File: config.mk
export PLATFORM = sky130hd
export DESIGN_NAME = port_pin_top
export DESIGN_NICKNAME = d
export VERILOG_FILES = /design/src/hdl/port_pin_pkg.sv /design/src/hdl/port_pin_top.sv /design/src/hdl/port_lane.sv
export SDC_FILE = /design/constraint.sdc
export NUM_CORES = 1
export LEC_CHECK = 0
export BUFFER_PORTS_ARGS = -buffer_cell sky130_fd_sc_hd__buf_4
export CELL_PAD_IN_SITES_DETAIL_PLACEMENT = 1
export CELL_PAD_IN_SITES_GLOBAL_PLACEMENT = 1
export CORE_UTILIZATION = 38
export CTS_BUF_LIST = sky130_fd_sc_hd__clkbuf_16
export DETAILED_ROUTE_END_ITERATION = 6
export GPL_ROUTABILITY_DRIVEN = 0
export GPL_TIMING_DRIVEN = 0
export PLACE_DENSITY = 0.8
export REMOVE_ABC_BUFFERS = 1
export SYNTH_ARGS = -nofsm -noshare
export SYNTH_HDL_FRONTEND = slang
export SYNTH_SLANG_ARGS = --single-unit
File: constraint.sdc
create_clock -name REF_CLK -period 3.8 [get_ports REF_CLK]
set_input_delay 1.14 -clock REF_CLK [delete_from_list [all_inputs] [get_ports REF_CLK]]
set_output_delay 1.14 -clock REF_CLK [all_outputs]
set_load 0.01 [all_outputs]
File: src/hdl/port_pin_pkg.sv
// Constants, types and register map of the three-port pin select block.
// Assumes a 32-bit classic Wishbone bus with byte addresses.
package port_pin_pkg;

    localparam int PORTS      = 3;
    localparam int PORT_W     = 8;
    localparam int PIN_W      = PORTS * PORT_W;
    localparam int PULL_GROUP = 4;
    localparam int PULL_W     = PORTS * (PORT_W / PULL_GROUP);
    localparam int IRQ_PINS   = 3;
    localparam int IRQ_BASE   = PORT_W + 5;
    localparam int BUS_W      = 16;
    localparam int WB_ADR_W   = 8;
    localparam int WB_DAT_W   = 32;

    typedef logic [WB_ADR_W-1:0] adr_t;

    // Register byte offsets.
    localparam adr_t OFF_DATA0   = 8'h00;
    localparam adr_t OFF_DIR0    = 8'h04;
    localparam adr_t PORT_STRIDE = 8'h08;
    localparam adr_t OFF_PULL    = 8'h18;
    localparam adr_t OFF_FUNC    = 8'h1c;
    localparam adr_t OFF_STATUS  = 8'h20;
    localparam adr_t OFF_BUSIN   = 8'h24;

    // Function control fields.
    localparam int FUNC_ADC     = 0;
    localparam int FUNC_IRQ_LSB = 1;
    localparam int FUNC_SEP_BUS = 4;
    localparam int FUNC_EXPAND  = 5;
    localparam int FUNC_W       = 6;

    // Status fields.
    localparam int ST_SINGLE    = 0;
    localparam int ST_EXPAND    = 1;
    localparam int ST_MICRO     = 2;
    localparam int ST_BUS16     = 3;
    localparam int ST_STRAP     = 4;
    localparam int ST_IRQ_LSB   = 5;

    // Reset values.
    localparam logic [PORT_W-1:0] RST_LATCH = 8'h00;
    localparam logic [PORT_W-1:0] RST_DIR   = 8'h00;
    localparam logic [PULL_W-1:0] RST_PULL  = 6'h00;
    localparam logic [FUNC_W-1:0] RST_FUNC  = 6'h00;

    typedef enum logic [1:0] {
        MODE_SINGLE,
        MODE_EXPANSION,
        MODE_MICRO
    } mode_e;

    typedef struct packed {
        logic [PORT_W-1:0] latch;
        logic [PORT_W-1:0] dir;
    } port_cfg_s;

endpackage : port_pin_pkg

File: src/hdl/port_pin_top.sv
// Pin control for three 8-bit ports with bus, A-D and interrupt functions.
// Assumes a classic Wishbone master and pins resolved by the surroundings.
//
// How it works
// Strap low starts single-chip mode, strap high starts microprocessor.
// Reset puts every register and pin control into its reset state.
// Bus-width strap low gives a 16-bit bus, high an 8-bit one.
// The board holds the bus-width strap constant while running.
// The board ties the bus-width strap low when no bus is used.
// Every port-zero pin has its own direction bit.
// Single-chip pull-ups are switched in groups of four pins.
// Pull-ups are unavailable in expansion and microprocessor modes.
// In single-chip mode port zero may feed the A-D converter.
// Ports one and two behave like port zero.
// A separate bus uses port zero as the low data byte.
// A separate bus uses port one as the high data byte.
// Top three port-one pins can raise external interrupt requests.
// The mode strap is caught after reset and kept until next reset.
//
// Chosen here: the placing of the registers and the Wishbone slave port.
`timescale 1ns/1ps
module port_pin_top (
    input  wire logic                              REF_CLK,
    input  wire logic                              RST,
    input  wire logic                              WB_CYC_I,
    input  wire logic                              WB_STB_I,
    input  wire logic                              WB_WE_I,
    input  wire logic [port_pin_pkg::WB_ADR_W-1:0] WB_ADR_I,
    input  wire logic [3:0]                        WB_SEL_I,
    input  wire logic [port_pin_pkg::WB_DAT_W-1:0] WB_DAT_I,
    output logic      [port_pin_pkg::WB_DAT_W-1:0] WB_DAT_O,
    output logic                                   WB_ACK_O,
    input  wire logic                              PROCESSOR_MODE_STRAP,
    input  wire logic                              BUS_WIDTH_STRAP,
    input  wire logic [port_pin_pkg::PIN_W-1:0]    PIN_IN,
    output logic      [port_pin_pkg::PIN_W-1:0]    PIN_OUT,
    output logic      [port_pin_pkg::PIN_W-1:0]    PIN_OE,
    output logic      [port_pin_pkg::PIN_W-1:0]    PULLUP_EN,
    input  wire logic [port_pin_pkg::BUS_W-1:0]    BUS_WDATA,
    input  wire logic                              BUS_DRIVE,
    output logic      [port_pin_pkg::BUS_W-1:0]    BUS_RDATA,
    output logic                                   BUS_ACTIVE,
    output logic                                   BUS_WIDE,
    output logic                                   ADC_EXT_EN,
    output logic      [port_pin_pkg::IRQ_PINS-1:0] IRQ_REQ
);

    port_pin_pkg::port_cfg_s              cfg_q [port_pin_pkg::PORTS];
    logic [port_pin_pkg::PULL_W-1:0]      pull_q;
    logic [port_pin_pkg::FUNC_W-1:0]      func_q;
    port_pin_pkg::mode_e                  mode_q;
    logic                                 cap_q;
    logic                                 strap_q;
    logic                                 bus16_q;
    logic [port_pin_pkg::IRQ_PINS-1:0]    irq_prev_q;
    logic                                 ack_q;
    logic [port_pin_pkg::WB_DAT_W-1:0]    rd_d;
    logic                                 wr_hit;
    logic                                 single;
    logic                                 bus_act;
    logic                                 adc_act;
    logic [port_pin_pkg::IRQ_PINS-1:0]    irq_pins;
    logic [port_pin_pkg::IRQ_PINS-1:0]    irq_en;
    logic [port_pin_pkg::PIN_W-1:0]       out_d;
    logic [port_pin_pkg::PIN_W-1:0]       oe_d;
    logic [port_pin_pkg::PIN_W-1:0]       pu_d;
    logic [port_pin_pkg::PIN_W-1:0]       bus_w24;
    logic [port_pin_pkg::PORTS-1:0]       alt_vec;
    logic [port_pin_pkg::PORTS-1:0]       force_vec;

    assign single   = (mode_q == port_pin_pkg::MODE_SINGLE);
    assign bus_act  = ~single & func_q[port_pin_pkg::FUNC_SEP_BUS];
    assign adc_act  = single & func_q[port_pin_pkg::FUNC_ADC];
    assign irq_pins = PIN_IN[port_pin_pkg::IRQ_BASE +: port_pin_pkg::IRQ_PINS];
    assign irq_en   = func_q[port_pin_pkg::FUNC_IRQ_LSB +:
                             port_pin_pkg::IRQ_PINS];
    assign bus_w24  = {8'h00, BUS_WDATA};
    // low byte on port zero
    // high byte on port one
    assign alt_vec  = {1'b0, bus_act & bus16_q, bus_act};
    assign force_vec = {2'b00, adc_act};
    // Writes commit at the edge where the master samples ack.
    assign wr_hit   = WB_CYC_I & WB_STB_I & ack_q & WB_WE_I & WB_SEL_I[0];

    // strap caught after release
    always_ff @(posedge REF_CLK)
    begin
        if (RST)
        begin
            cap_q   <= 1'b0;
            strap_q <= 1'b0;
        end
        else if (!cap_q)
        begin
            cap_q   <= 1'b1;
            strap_q <= PROCESSOR_MODE_STRAP;
        end
    end

    // mode from strap
    always_ff @(posedge REF_CLK)
    begin
        if (RST)
        begin
            mode_q <= port_pin_pkg::MODE_SINGLE;
        end
        else if (!cap_q)
        begin
            mode_q <= PROCESSOR_MODE_STRAP ? port_pin_pkg::MODE_MICRO
                                           : port_pin_pkg::MODE_SINGLE;
        end
        else if (!strap_q)
        begin
            mode_q <= func_q[port_pin_pkg::FUNC_EXPAND]
                      ? port_pin_pkg::MODE_EXPANSION
                      : port_pin_pkg::MODE_SINGLE;
        end
    end

    // bus width from strap
    // strap assumed constant, so no filtering
    always_ff @(posedge REF_CLK)
    begin
        if (RST)
        begin
            bus16_q <= 1'b1;
        end
        else
        begin
            bus16_q <= ~BUS_WIDTH_STRAP;
        end
    end

    // register reset
    always_ff @(posedge REF_CLK)
    begin
        if (RST)
        begin
            for (int g = 0; g < port_pin_pkg::PORTS; g++)
            begin
                cfg_q[g].latch <= port_pin_pkg::RST_LATCH;
                cfg_q[g].dir   <= port_pin_pkg::RST_DIR;
            end
            pull_q <= port_pin_pkg::RST_PULL;
            func_q <= port_pin_pkg::RST_FUNC;
        end
        else if (wr_hit)
        begin
            for (int g = 0; g < port_pin_pkg::PORTS; g++)
            begin
                if (WB_ADR_I == port_pin_pkg::adr_t'(port_pin_pkg::OFF_DATA0
                    + g * port_pin_pkg::PORT_STRIDE))
                begin
                    cfg_q[g].latch <= WB_DAT_I[port_pin_pkg::PORT_W-1:0];
                end
                else if (WB_ADR_I == port_pin_pkg::adr_t'(
                         port_pin_pkg::OFF_DIR0
                         + g * port_pin_pkg::PORT_STRIDE))
                begin
                    cfg_q[g].dir <= WB_DAT_I[port_pin_pkg::PORT_W-1:0];
                end
            end
            if (WB_ADR_I == port_pin_pkg::OFF_PULL)
            begin
                pull_q <= WB_DAT_I[port_pin_pkg::PULL_W-1:0];
            end
            else if (WB_ADR_I == port_pin_pkg::OFF_FUNC)
            begin
                func_q <= WB_DAT_I[port_pin_pkg::FUNC_W-1:0];
            end
        end
    end

    // Data registers read the latch on outputs and the pin on inputs.
    always_comb
    begin
        rd_d = '0;
        for (int g = 0; g < port_pin_pkg::PORTS; g++)
        begin
            if (WB_ADR_I == port_pin_pkg::adr_t'(port_pin_pkg::OFF_DATA0
                + g * port_pin_pkg::PORT_STRIDE))
            begin
                rd_d[port_pin_pkg::PORT_W-1:0] =
                    (cfg_q[g].dir & cfg_q[g].latch)
                    | (~cfg_q[g].dir
                       & PIN_IN[g * port_pin_pkg::PORT_W +:
                                port_pin_pkg::PORT_W]);
            end
            else if (WB_ADR_I == port_pin_pkg::adr_t'(
                     port_pin_pkg::OFF_DIR0
                     + g * port_pin_pkg::PORT_STRIDE))
            begin
                rd_d[port_pin_pkg::PORT_W-1:0] = cfg_q[g].dir;
            end
        end
        if (WB_ADR_I == port_pin_pkg::OFF_PULL)
        begin
            rd_d[port_pin_pkg::PULL_W-1:0] = pull_q;
        end
        else if (WB_ADR_I == port_pin_pkg::OFF_FUNC)
        begin
            rd_d[port_pin_pkg::FUNC_W-1:0] = func_q;
        end
        else if (WB_ADR_I == port_pin_pkg::OFF_STATUS)
        begin
            rd_d[port_pin_pkg::ST_SINGLE] = single;
            rd_d[port_pin_pkg::ST_EXPAND] =
                (mode_q == port_pin_pkg::MODE_EXPANSION);
            rd_d[port_pin_pkg::ST_MICRO] =
                (mode_q == port_pin_pkg::MODE_MICRO);
            rd_d[port_pin_pkg::ST_BUS16] = bus16_q;
            rd_d[port_pin_pkg::ST_STRAP] = strap_q;
            rd_d[port_pin_pkg::ST_IRQ_LSB +: port_pin_pkg::IRQ_PINS] =
                irq_pins;
        end
        else if (WB_ADR_I == port_pin_pkg::OFF_BUSIN)
        begin
            rd_d[port_pin_pkg::BUS_W-1:0] = BUS_RDATA;
        end
    end

    // Unmapped addresses are acknowledged and read as zero.
    always_ff @(posedge REF_CLK)
    begin
        if (RST)
        begin
            ack_q    <= 1'b0;
            WB_DAT_O <= '0;
        end
        else
        begin
            ack_q    <= WB_CYC_I & WB_STB_I & ~ack_q;
            WB_DAT_O <= rd_d;
        end
    end
    assign WB_ACK_O = ack_q;

    // same lane for every port
    for (genvar g = 0; g < port_pin_pkg::PORTS; g++)
    begin : g_port
        port_lane #(
            .WIDTH (port_pin_pkg::PORT_W),
            .GROUP (port_pin_pkg::PULL_GROUP)
        ) u_lane (
            .latch       (cfg_q[g].latch),
            .dir         (cfg_q[g].dir),
            .pull_grp    (pull_q[g * 2 +: 2]),
            .single_chip (single),
            .force_in    (force_vec[g]),
            .alt_act     (alt_vec[g]),
            .alt_drive   (BUS_DRIVE),
            .alt_data    (bus_w24[g * port_pin_pkg::PORT_W +:
                                  port_pin_pkg::PORT_W]),
            .pin_out     (out_d[g * port_pin_pkg::PORT_W +:
                                port_pin_pkg::PORT_W]),
            .pin_oe      (oe_d[g * port_pin_pkg::PORT_W +:
                               port_pin_pkg::PORT_W]),
            .pull_en     (pu_d[g * port_pin_pkg::PORT_W +:
                               port_pin_pkg::PORT_W])
        );
    end

    // port zero to A-D inputs
    always_ff @(posedge REF_CLK)
    begin
        if (RST)
        begin
            PIN_OUT    <= '0;
            PIN_OE     <= '0;
            PULLUP_EN  <= '0;
            ADC_EXT_EN <= 1'b0;
            BUS_ACTIVE <= 1'b0;
            BUS_WIDE   <= 1'b0;
        end
        else
        begin
            PIN_OUT    <= out_d;
            PIN_OE     <= oe_d;
            PULLUP_EN  <= pu_d;
            ADC_EXT_EN <= adc_act;
            BUS_ACTIVE <= bus_act;
            BUS_WIDE   <= bus_act & bus16_q;
        end
    end

    // Narrow bus leaves port one to software, so its byte reads zero.
    always_ff @(posedge REF_CLK)
    begin
        if (RST)
        begin
            BUS_RDATA <= '0;
        end
        else if (bus_act)
        begin
            BUS_RDATA <= {bus16_q ? PIN_IN[15:8] : 8'h00, PIN_IN[7:0]};
        end
    end

    // falling edge raises request
    always_ff @(posedge REF_CLK)
    begin
        if (RST)
        begin
            irq_prev_q <= '1;
            IRQ_REQ    <= '0;
        end
        else
        begin
            irq_prev_q <= irq_pins;
            IRQ_REQ    <= irq_en & irq_prev_q & ~irq_pins;
        end
    end

    AST_ACK_ONE: assert property (@(posedge REF_CLK) disable iff (RST)
        WB_ACK_O |=> !WB_ACK_O)
        else $error("ack held longer than one cycle");

    AST_ACK_NEXT: assert property (@(posedge REF_CLK) disable iff (RST)
        (WB_CYC_I && WB_STB_I && !WB_ACK_O) |=> WB_ACK_O)
        else $error("request not acknowledged in one cycle");

    AST_RESET_PINS: assert property (@(posedge REF_CLK)
        RST |=> (PIN_OE == '0 && PULLUP_EN == '0 && !WB_ACK_O))
        else $error("pins not released by reset");

    AST_STRAP_MICRO: assert property (@(posedge REF_CLK)
        (cap_q && strap_q) |-> mode_q == port_pin_pkg::MODE_MICRO)
        else $error("high strap did not give microprocessor mode");

    AST_STRAP_KEPT: assert property (@(posedge REF_CLK)
        disable iff (RST) cap_q |=> (cap_q && $stable(strap_q)))
        else $error("captured strap changed before reset");

    AST_PULL_BUSMODE: assert property (@(posedge REF_CLK)
        disable iff (RST) !single |=> PULLUP_EN == '0)
        else $error("pull-up on outside single-chip mode");

    AST_PULL_GROUP: assert property (@(posedge REF_CLK)
        disable iff (RST) (single && !pull_q[0]) |=> PULLUP_EN[3:0] == 4'h0)
        else $error("pull-up on in a disabled group");

    AST_ADC_INPUT: assert property (@(posedge REF_CLK)
        ADC_EXT_EN |-> (PIN_OE[7:0] == 8'h00 && $past(single)))
        else $error("port zero driven while routed to A-D");

    AST_DIR_OUT: assert property (@(posedge REF_CLK) disable iff (RST)
        (!bus_act && !adc_act && cfg_q[0].dir[3]) |=> PIN_OE[3])
        else $error("output pin not driven");

    AST_BUS_LOW: assert property (@(posedge REF_CLK) disable iff (RST)
        (bus_act && BUS_DRIVE) |=>
        (PIN_OE[7:0] == 8'hff && PIN_OUT[7:0] == $past(BUS_WDATA[7:0])))
        else $error("low data byte not on port zero");

    AST_BUS_HIGH: assert property (@(posedge REF_CLK)
        disable iff (RST) (bus_act && bus16_q && BUS_DRIVE) |=>
        (PIN_OE[15:8] == 8'hff && PIN_OUT[15:8] == $past(BUS_WDATA[15:8])))
        else $error("high data byte not on port one");

    AST_BUS_NARROW: assert property (@(posedge REF_CLK)
        disable iff (RST) (bus_act && !bus16_q && cfg_q[1].dir == 8'h00) |=>
        PIN_OE[15:8] == 8'h00)
        else $error("narrow bus drove port one");

    AST_IRQ_CAUSE: assert property (@(posedge REF_CLK)
        disable iff (RST) IRQ_REQ[0] |-> ($past(irq_en[0])
        && !$past(irq_pins[0]) && $past(irq_prev_q[0])))
        else $error("interrupt request without enabled falling edge");

endmodule : port_pin_top

File: src/hdl/port_lane.sv
// One 8-bit port: per-pin drive, enable and grouped pull-up selection.
// Purely combinational; the caller registers every result.
`timescale 1ns/1ps
module port_lane #(
    parameter int WIDTH = 8,
    parameter int GROUP = 4
) (
    input  wire logic [WIDTH-1:0]       latch,
    input  wire logic [WIDTH-1:0]       dir,
    input  wire logic [WIDTH/GROUP-1:0] pull_grp,
    input  wire logic                   single_chip,
    input  wire logic                   force_in,
    input  wire logic                   alt_act,
    input  wire logic                   alt_drive,
    input  wire logic [WIDTH-1:0]       alt_data,
    output logic      [WIDTH-1:0]       pin_out,
    output logic      [WIDTH-1:0]       pin_oe,
    output logic      [WIDTH-1:0]       pull_en
);

    for (genvar i = 0; i < WIDTH; i++)
    begin : g_pin
        // per-pin direction
        assign pin_out[i] = alt_act ? alt_data[i] : latch[i];
        assign pin_oe[i]  = alt_act ? alt_drive : (dir[i] & ~force_in);
        // four-pin pull groups
        // no pull outside single-chip
        assign pull_en[i] = single_chip & pull_grp[i / GROUP] & ~pin_oe[i]
                            & ~force_in;
    end

endmodule : port_lane

### Word-level counts from Yosys, hierarchy flattened

Memory sizes are Yosys's and may differ from the RTL's.
Cells that the tools add are included.

* eq/ne operators: 12
* mux-type cells: 85
* bitwise gates (word level): 105
* reductions and logical operators: 5

Operators with widths (number)
* $mux 8: 14
* $mux 1: 63
* $and 1x1->1: 54
* $and 8x8->8: 6
* $eq 8x5->1 const B: 4
* $not 1->1: 30
* $not 8->8: 3
* $or 8x8->8: 3
* $eq 8x4->1 const B: 2
* $eq 8x6->1 const B: 2
* $mux 16: 1
* $mux 6: 2
* $mux 2: 5
* $eq 8x3->1 const B: 1
* $logic_not 8->1: 1
* $and 3x3->3: 2
* $or 1x1->1: 6
* $reduce_or 5->1: 1
* $not 3->3: 1
* $reduce_and 3->1: 1
* $eq 2x1->1 const B: 1
* $eq 2x2->1 const B: 1
* $logic_not 2->1: 1
* $ne 2x2->1 const B: 1
* $reduce_and 2->1: 1

* register bits: 147
* bits in writable memories: 48
* input bits: 92
* output and inout port bits: 127
* logic and storage cells: 227
* memories kept: 1

Memory list
* cfg_q: words 3, bits a word 16, read ports 3, clocked after memory_dff 0, wr ports 3, line port_pin_top.sv:48 `port_pin_pkg::port_cfg_s cfg_q [port_pin_pkg::PORTS];`

### Logic depth before layout (Yosys ltp)

An unclocked memory read counts as a cell.

* depth after elaboration: 13
* mapped depth: 8
* depth with buffers taken out: 5

### Cells and area by module

Synthesis repeated with hierarchy kept, for this count alone.

* cell total of the unflattened synthesis: 761
* area, all modules: 7923.8 um^2

By module, submodules not included
* port_pin_top: instances 1, cells an instance 644, area an instance 6966.7 um^2, sequential area each 4063.9 um^2
* port_lane: instances 3, cells an instance 39, area an instance 319.1 um^2, sequential area each 0.0 um^2

### Worst setup path after synthesis

No wires, ideal clock.

* kind: input port to flip-flop
* start point: in WB_ADR_I[3] (netlist bit)
* end point: mem cfg_q[0][10] (netlist bit) (enable)
* library setup time: 0.387 ns
* data arrival time: 2.651 ns
* data required time: 3.413 ns
* setup slack: 0.763 ns
* stages: 6
* path buffers: 2
* path through: buf_6 > or3_1 > buf_6 > nor2_8 > nand2_1 > o31ai_1

RTL lines
* start, declared: line port_pin_top.sv:28 `input wire logic [port_pin_pkg::WB_ADR_W-1:0] WB_ADR_I,`
* end, declared: line port_pin_top.sv:48

==> out/results.txt <==
HP Class: reg -> reg
Routed wl met3: 1782 µm
Max Cap Viol: 0
DIE HEIGHT: 137.1 µm
Setup Skew: 13.34 ps
Unrepaired setup endpoints after global routing: false
Gr usage total: 0.2447
IO Port Bufs: 175
Seq. cell area: 0.004064 mm²
Place WS: 73.69 ps
Row cnt: 49
ANT cells: 0
Share of flip-flops with an asynchronous set or reset: 0
Largest net degree at the start of global routing: 91
Crit-path leading delay family: simple AND/OR/NAND/NOR gates
Initial core utilization: 0.3873
Root Driver: clkbuf_16
Primary FF master, synth: dfxtp_1
Total die area: 0.01879 mm²
Simple-gate portion of the synthesized area: 0.2122
Synth Area in Compound Gates: 0.1188
Mapped Area: 0.006933 mm²
# hold bufs at CTS: 0
CP bufs+invs: 1
Final wirelength: 22380 µm
Leak: 3.789 nW
Critical path's slowest cell: o21ai_0
Mux share of post-synthesis cell area: 0.03393
Mean Syn Cell Area: 9.724 µm²
WL met2: 10700 µm
IR drop worst, VDD: 320.3 µV
Outcome: finished, final reports clean
TritonCTS clock tree: yes
Leading area contributor after synthesis: dfxtp_1
Fill cell count: 2039
CORE AREA: 0.01790 mm²
Startpoint types: primary input
Via count: 5858
Top post-synthesis cells by count: dfxtp_1, nand2_1, a21oi_1
FMAX: 302.3 MHz
Worst Path Arrival: 3360 ps
Total gr overflow: 0
Via density: 5.259
Cell area after layout: 0.008984 mm²
Total CTS buffers: 17
Die Width: 137.1 µm
Main combinational cell family by area after synthesis: simple AND/OR/NAND/NOR gates
Crit path kind: in -> reg
Unique masters post-synth: 49
Area taken by multi-input logic gates: 0.002603 mm²
Synth area leaders: dfxtp_1, edfxtp_1, nand2_1
Placed Area: 0.008386 mm²
Post-CTS Setup Inserts: 0
Slew Viols, Final: 0
Crit. End Element: register
Later-pin clock latency in the skew report: 440 ps
Fin. Hold Viols: 0
Yosys top cell area share: 0.3783
Layout cell share with drive strength beyond 1: 0.2588
Final Cycle Share: 0.8704
Sequence of cells on the critical path: buf_4 > nor4_2 > and2_0 > nand2_1 > o21ai_0
Drt pass-1 iters: 5
Final setup fails: 0
First-pass GRT wire length: 33440 µm
Wl on met1: 9275 µm
Synthesized-area fraction occupied by adder cells: 0
CP Max Fanout: 8
Most frequent cell after synthesis: dfxtp_1
Slowest cell delay on critical path: 940 ps
WL/cell: 20.09 µm
DP HPWL: 15870 µm
Post-route ant nets: 0
Seq/Total Area, Yosys: 0.5862
Final min period: 3308 ps
Number of clock sinks: 179
Clk buf depth: 2
Post-synth EDFFs: 48
IO Pins: 219
Worst EP required: 3850 ps
XOR/XNOR share of the synthesized area: 0
Clock transition at path regs: 70 ps
Slew @ Worst Pin: 1337 ps
Fin nets: 964
Yosys warning count: 0
Starting DRC count in detailed routing: 389
Flops & latches, synth: 179
Rel. slew slack: 0.1010
Vias in the first global route: 5995
Syn Inst Count: 713
CTS H-tree lvls: 4
Uppermost layer routed: met4
Cts repair resizes: 0
Initial antenna violation count: 0
DRC errors left: 0
PnR worst setup slack: 492.4 ps
Layout area overhead: 29.58%
Pwr per Cell Area: 449.5 mW/mm²
==> cell usage in the layout (no fill, tap or decap), types with 2 or more instances in the layout <==
cell / instances
a211oi_1: 4
nor2_1: 56
conb_1: 16
inv_6: 3
nor3_1: 16
o31ai_1: 3
nor4_2: 2
nand2b_1: 2
edfxtp_1: 48
o211ai_1: 2
inv_8: 5
nor3b_1: 4
and2_1: 58
or4b_1: 2
a31oi_1: 7
o22ai_1: 11
o21ai_0: 41
mux2i_1: 19
inv_1: 14
or2_2: 3
or3_1: 2
a221oi_2: 2
nand2_1: 111
nor2b_1: 17
clkinv_4: 3
a21oi_1: 62
buf_4: 176
buf_16: 2
o31a_1: 5
nand3_1: 13
clkbuf_16: 19
dfxtp_1: 131
mux2_2: 4
==> layout make-up <==
class	count	share of cell area
Clock inverter	13	0.01365
Clock buffer	19	0.05292
Inverter	15	0.006267
Timing Repair Buffer	178	0.1532
Sequential cell	179	0.4524
Tap cell	229	0.03189
Multi-Input combinational cell	481	0.2897
==> through the flow <==
step | hold WS, ps | power, mW | cells | setup TNS, ps | util
floorplan | 402.4 | 2.135 | 675 | 0 | -
global placement | 410.4 | 2.300 | 1079 | -8660 | 0.4642
detailed placement | 415.1 | 2.307 | 1082 | 0 | 0.4684
CTS | 426.3 | 4.063 | 1114 | 0 | 0.5018
global route | 435.6 | 4.152 | 1114 | 0 | 0.5018
finish | 425.3 | 4.038 | 1114 | 0 | 0.5018
==> power by group <==
group | internal, mW | switching, mW
sequential | 1.99 | 0.0270
combinational | 0.0970 | 0.150
clock | 0.948 | 0.824
total | 3.04 | 1.00
==> cells by family after synthesis <==
logic type / after synthesis
flip-flops: 179
AO/OA/AOI/OAI: 144
buffers and inverters: 68
other: 1
multiplexers: 23
AND/OR/NAND/NOR: 298
==> per-layer routing <==
metal,global-route usage,vias up
li1,-,2716
met5,0,-
met2,0.3973,238
met4,0.1105,0
met3,0.06037,42
met1,0.3059,2862
==> sequential cells by signal, indices dropped and copies added (netlist names), 2 cells and up <==
name,cells
WB_DAT_O,16
PIN_OUT,24
IRQ_REQ,3
irq_prev_q,3
func_q,6
mode_q,2
PIN_OE,24
BUS_RDATA,16
PULLUP_EN,24
cfg_q,48
pull_q,6
==> path summary, 6_finish.rpt <==
check	cells after the start	endpoint	slack (ps)	start
worst max-delay path	5	cfg_q[0][21]$_SDFFCE_PN0P_	490	WB_ADR_I[5]
worst max register to register	6	PIN_OE[13]$_SDFF_PP0_	1500	mode_q[0]$_SDFFE_PP0P_
worst min-delay path	2	IRQ_REQ[0]$_SDFF_PP0_	430	irq_prev_q[0]$_SDFF_PP1_
worst min register to register	2	IRQ_REQ[0]$_SDFF_PP0_	430	irq_prev_q[0]$_SDFF_PP1_
==> worst reg2reg max path, cell delays in order (launching register included) <==
cell     delay, ps
dfxtp_1        490
nor2_1         150
nor2b_2        440
buf_16         220
and2_1         420
nand2_1        310
a21oi_1        210
Power figures use the tool's default switching activity.
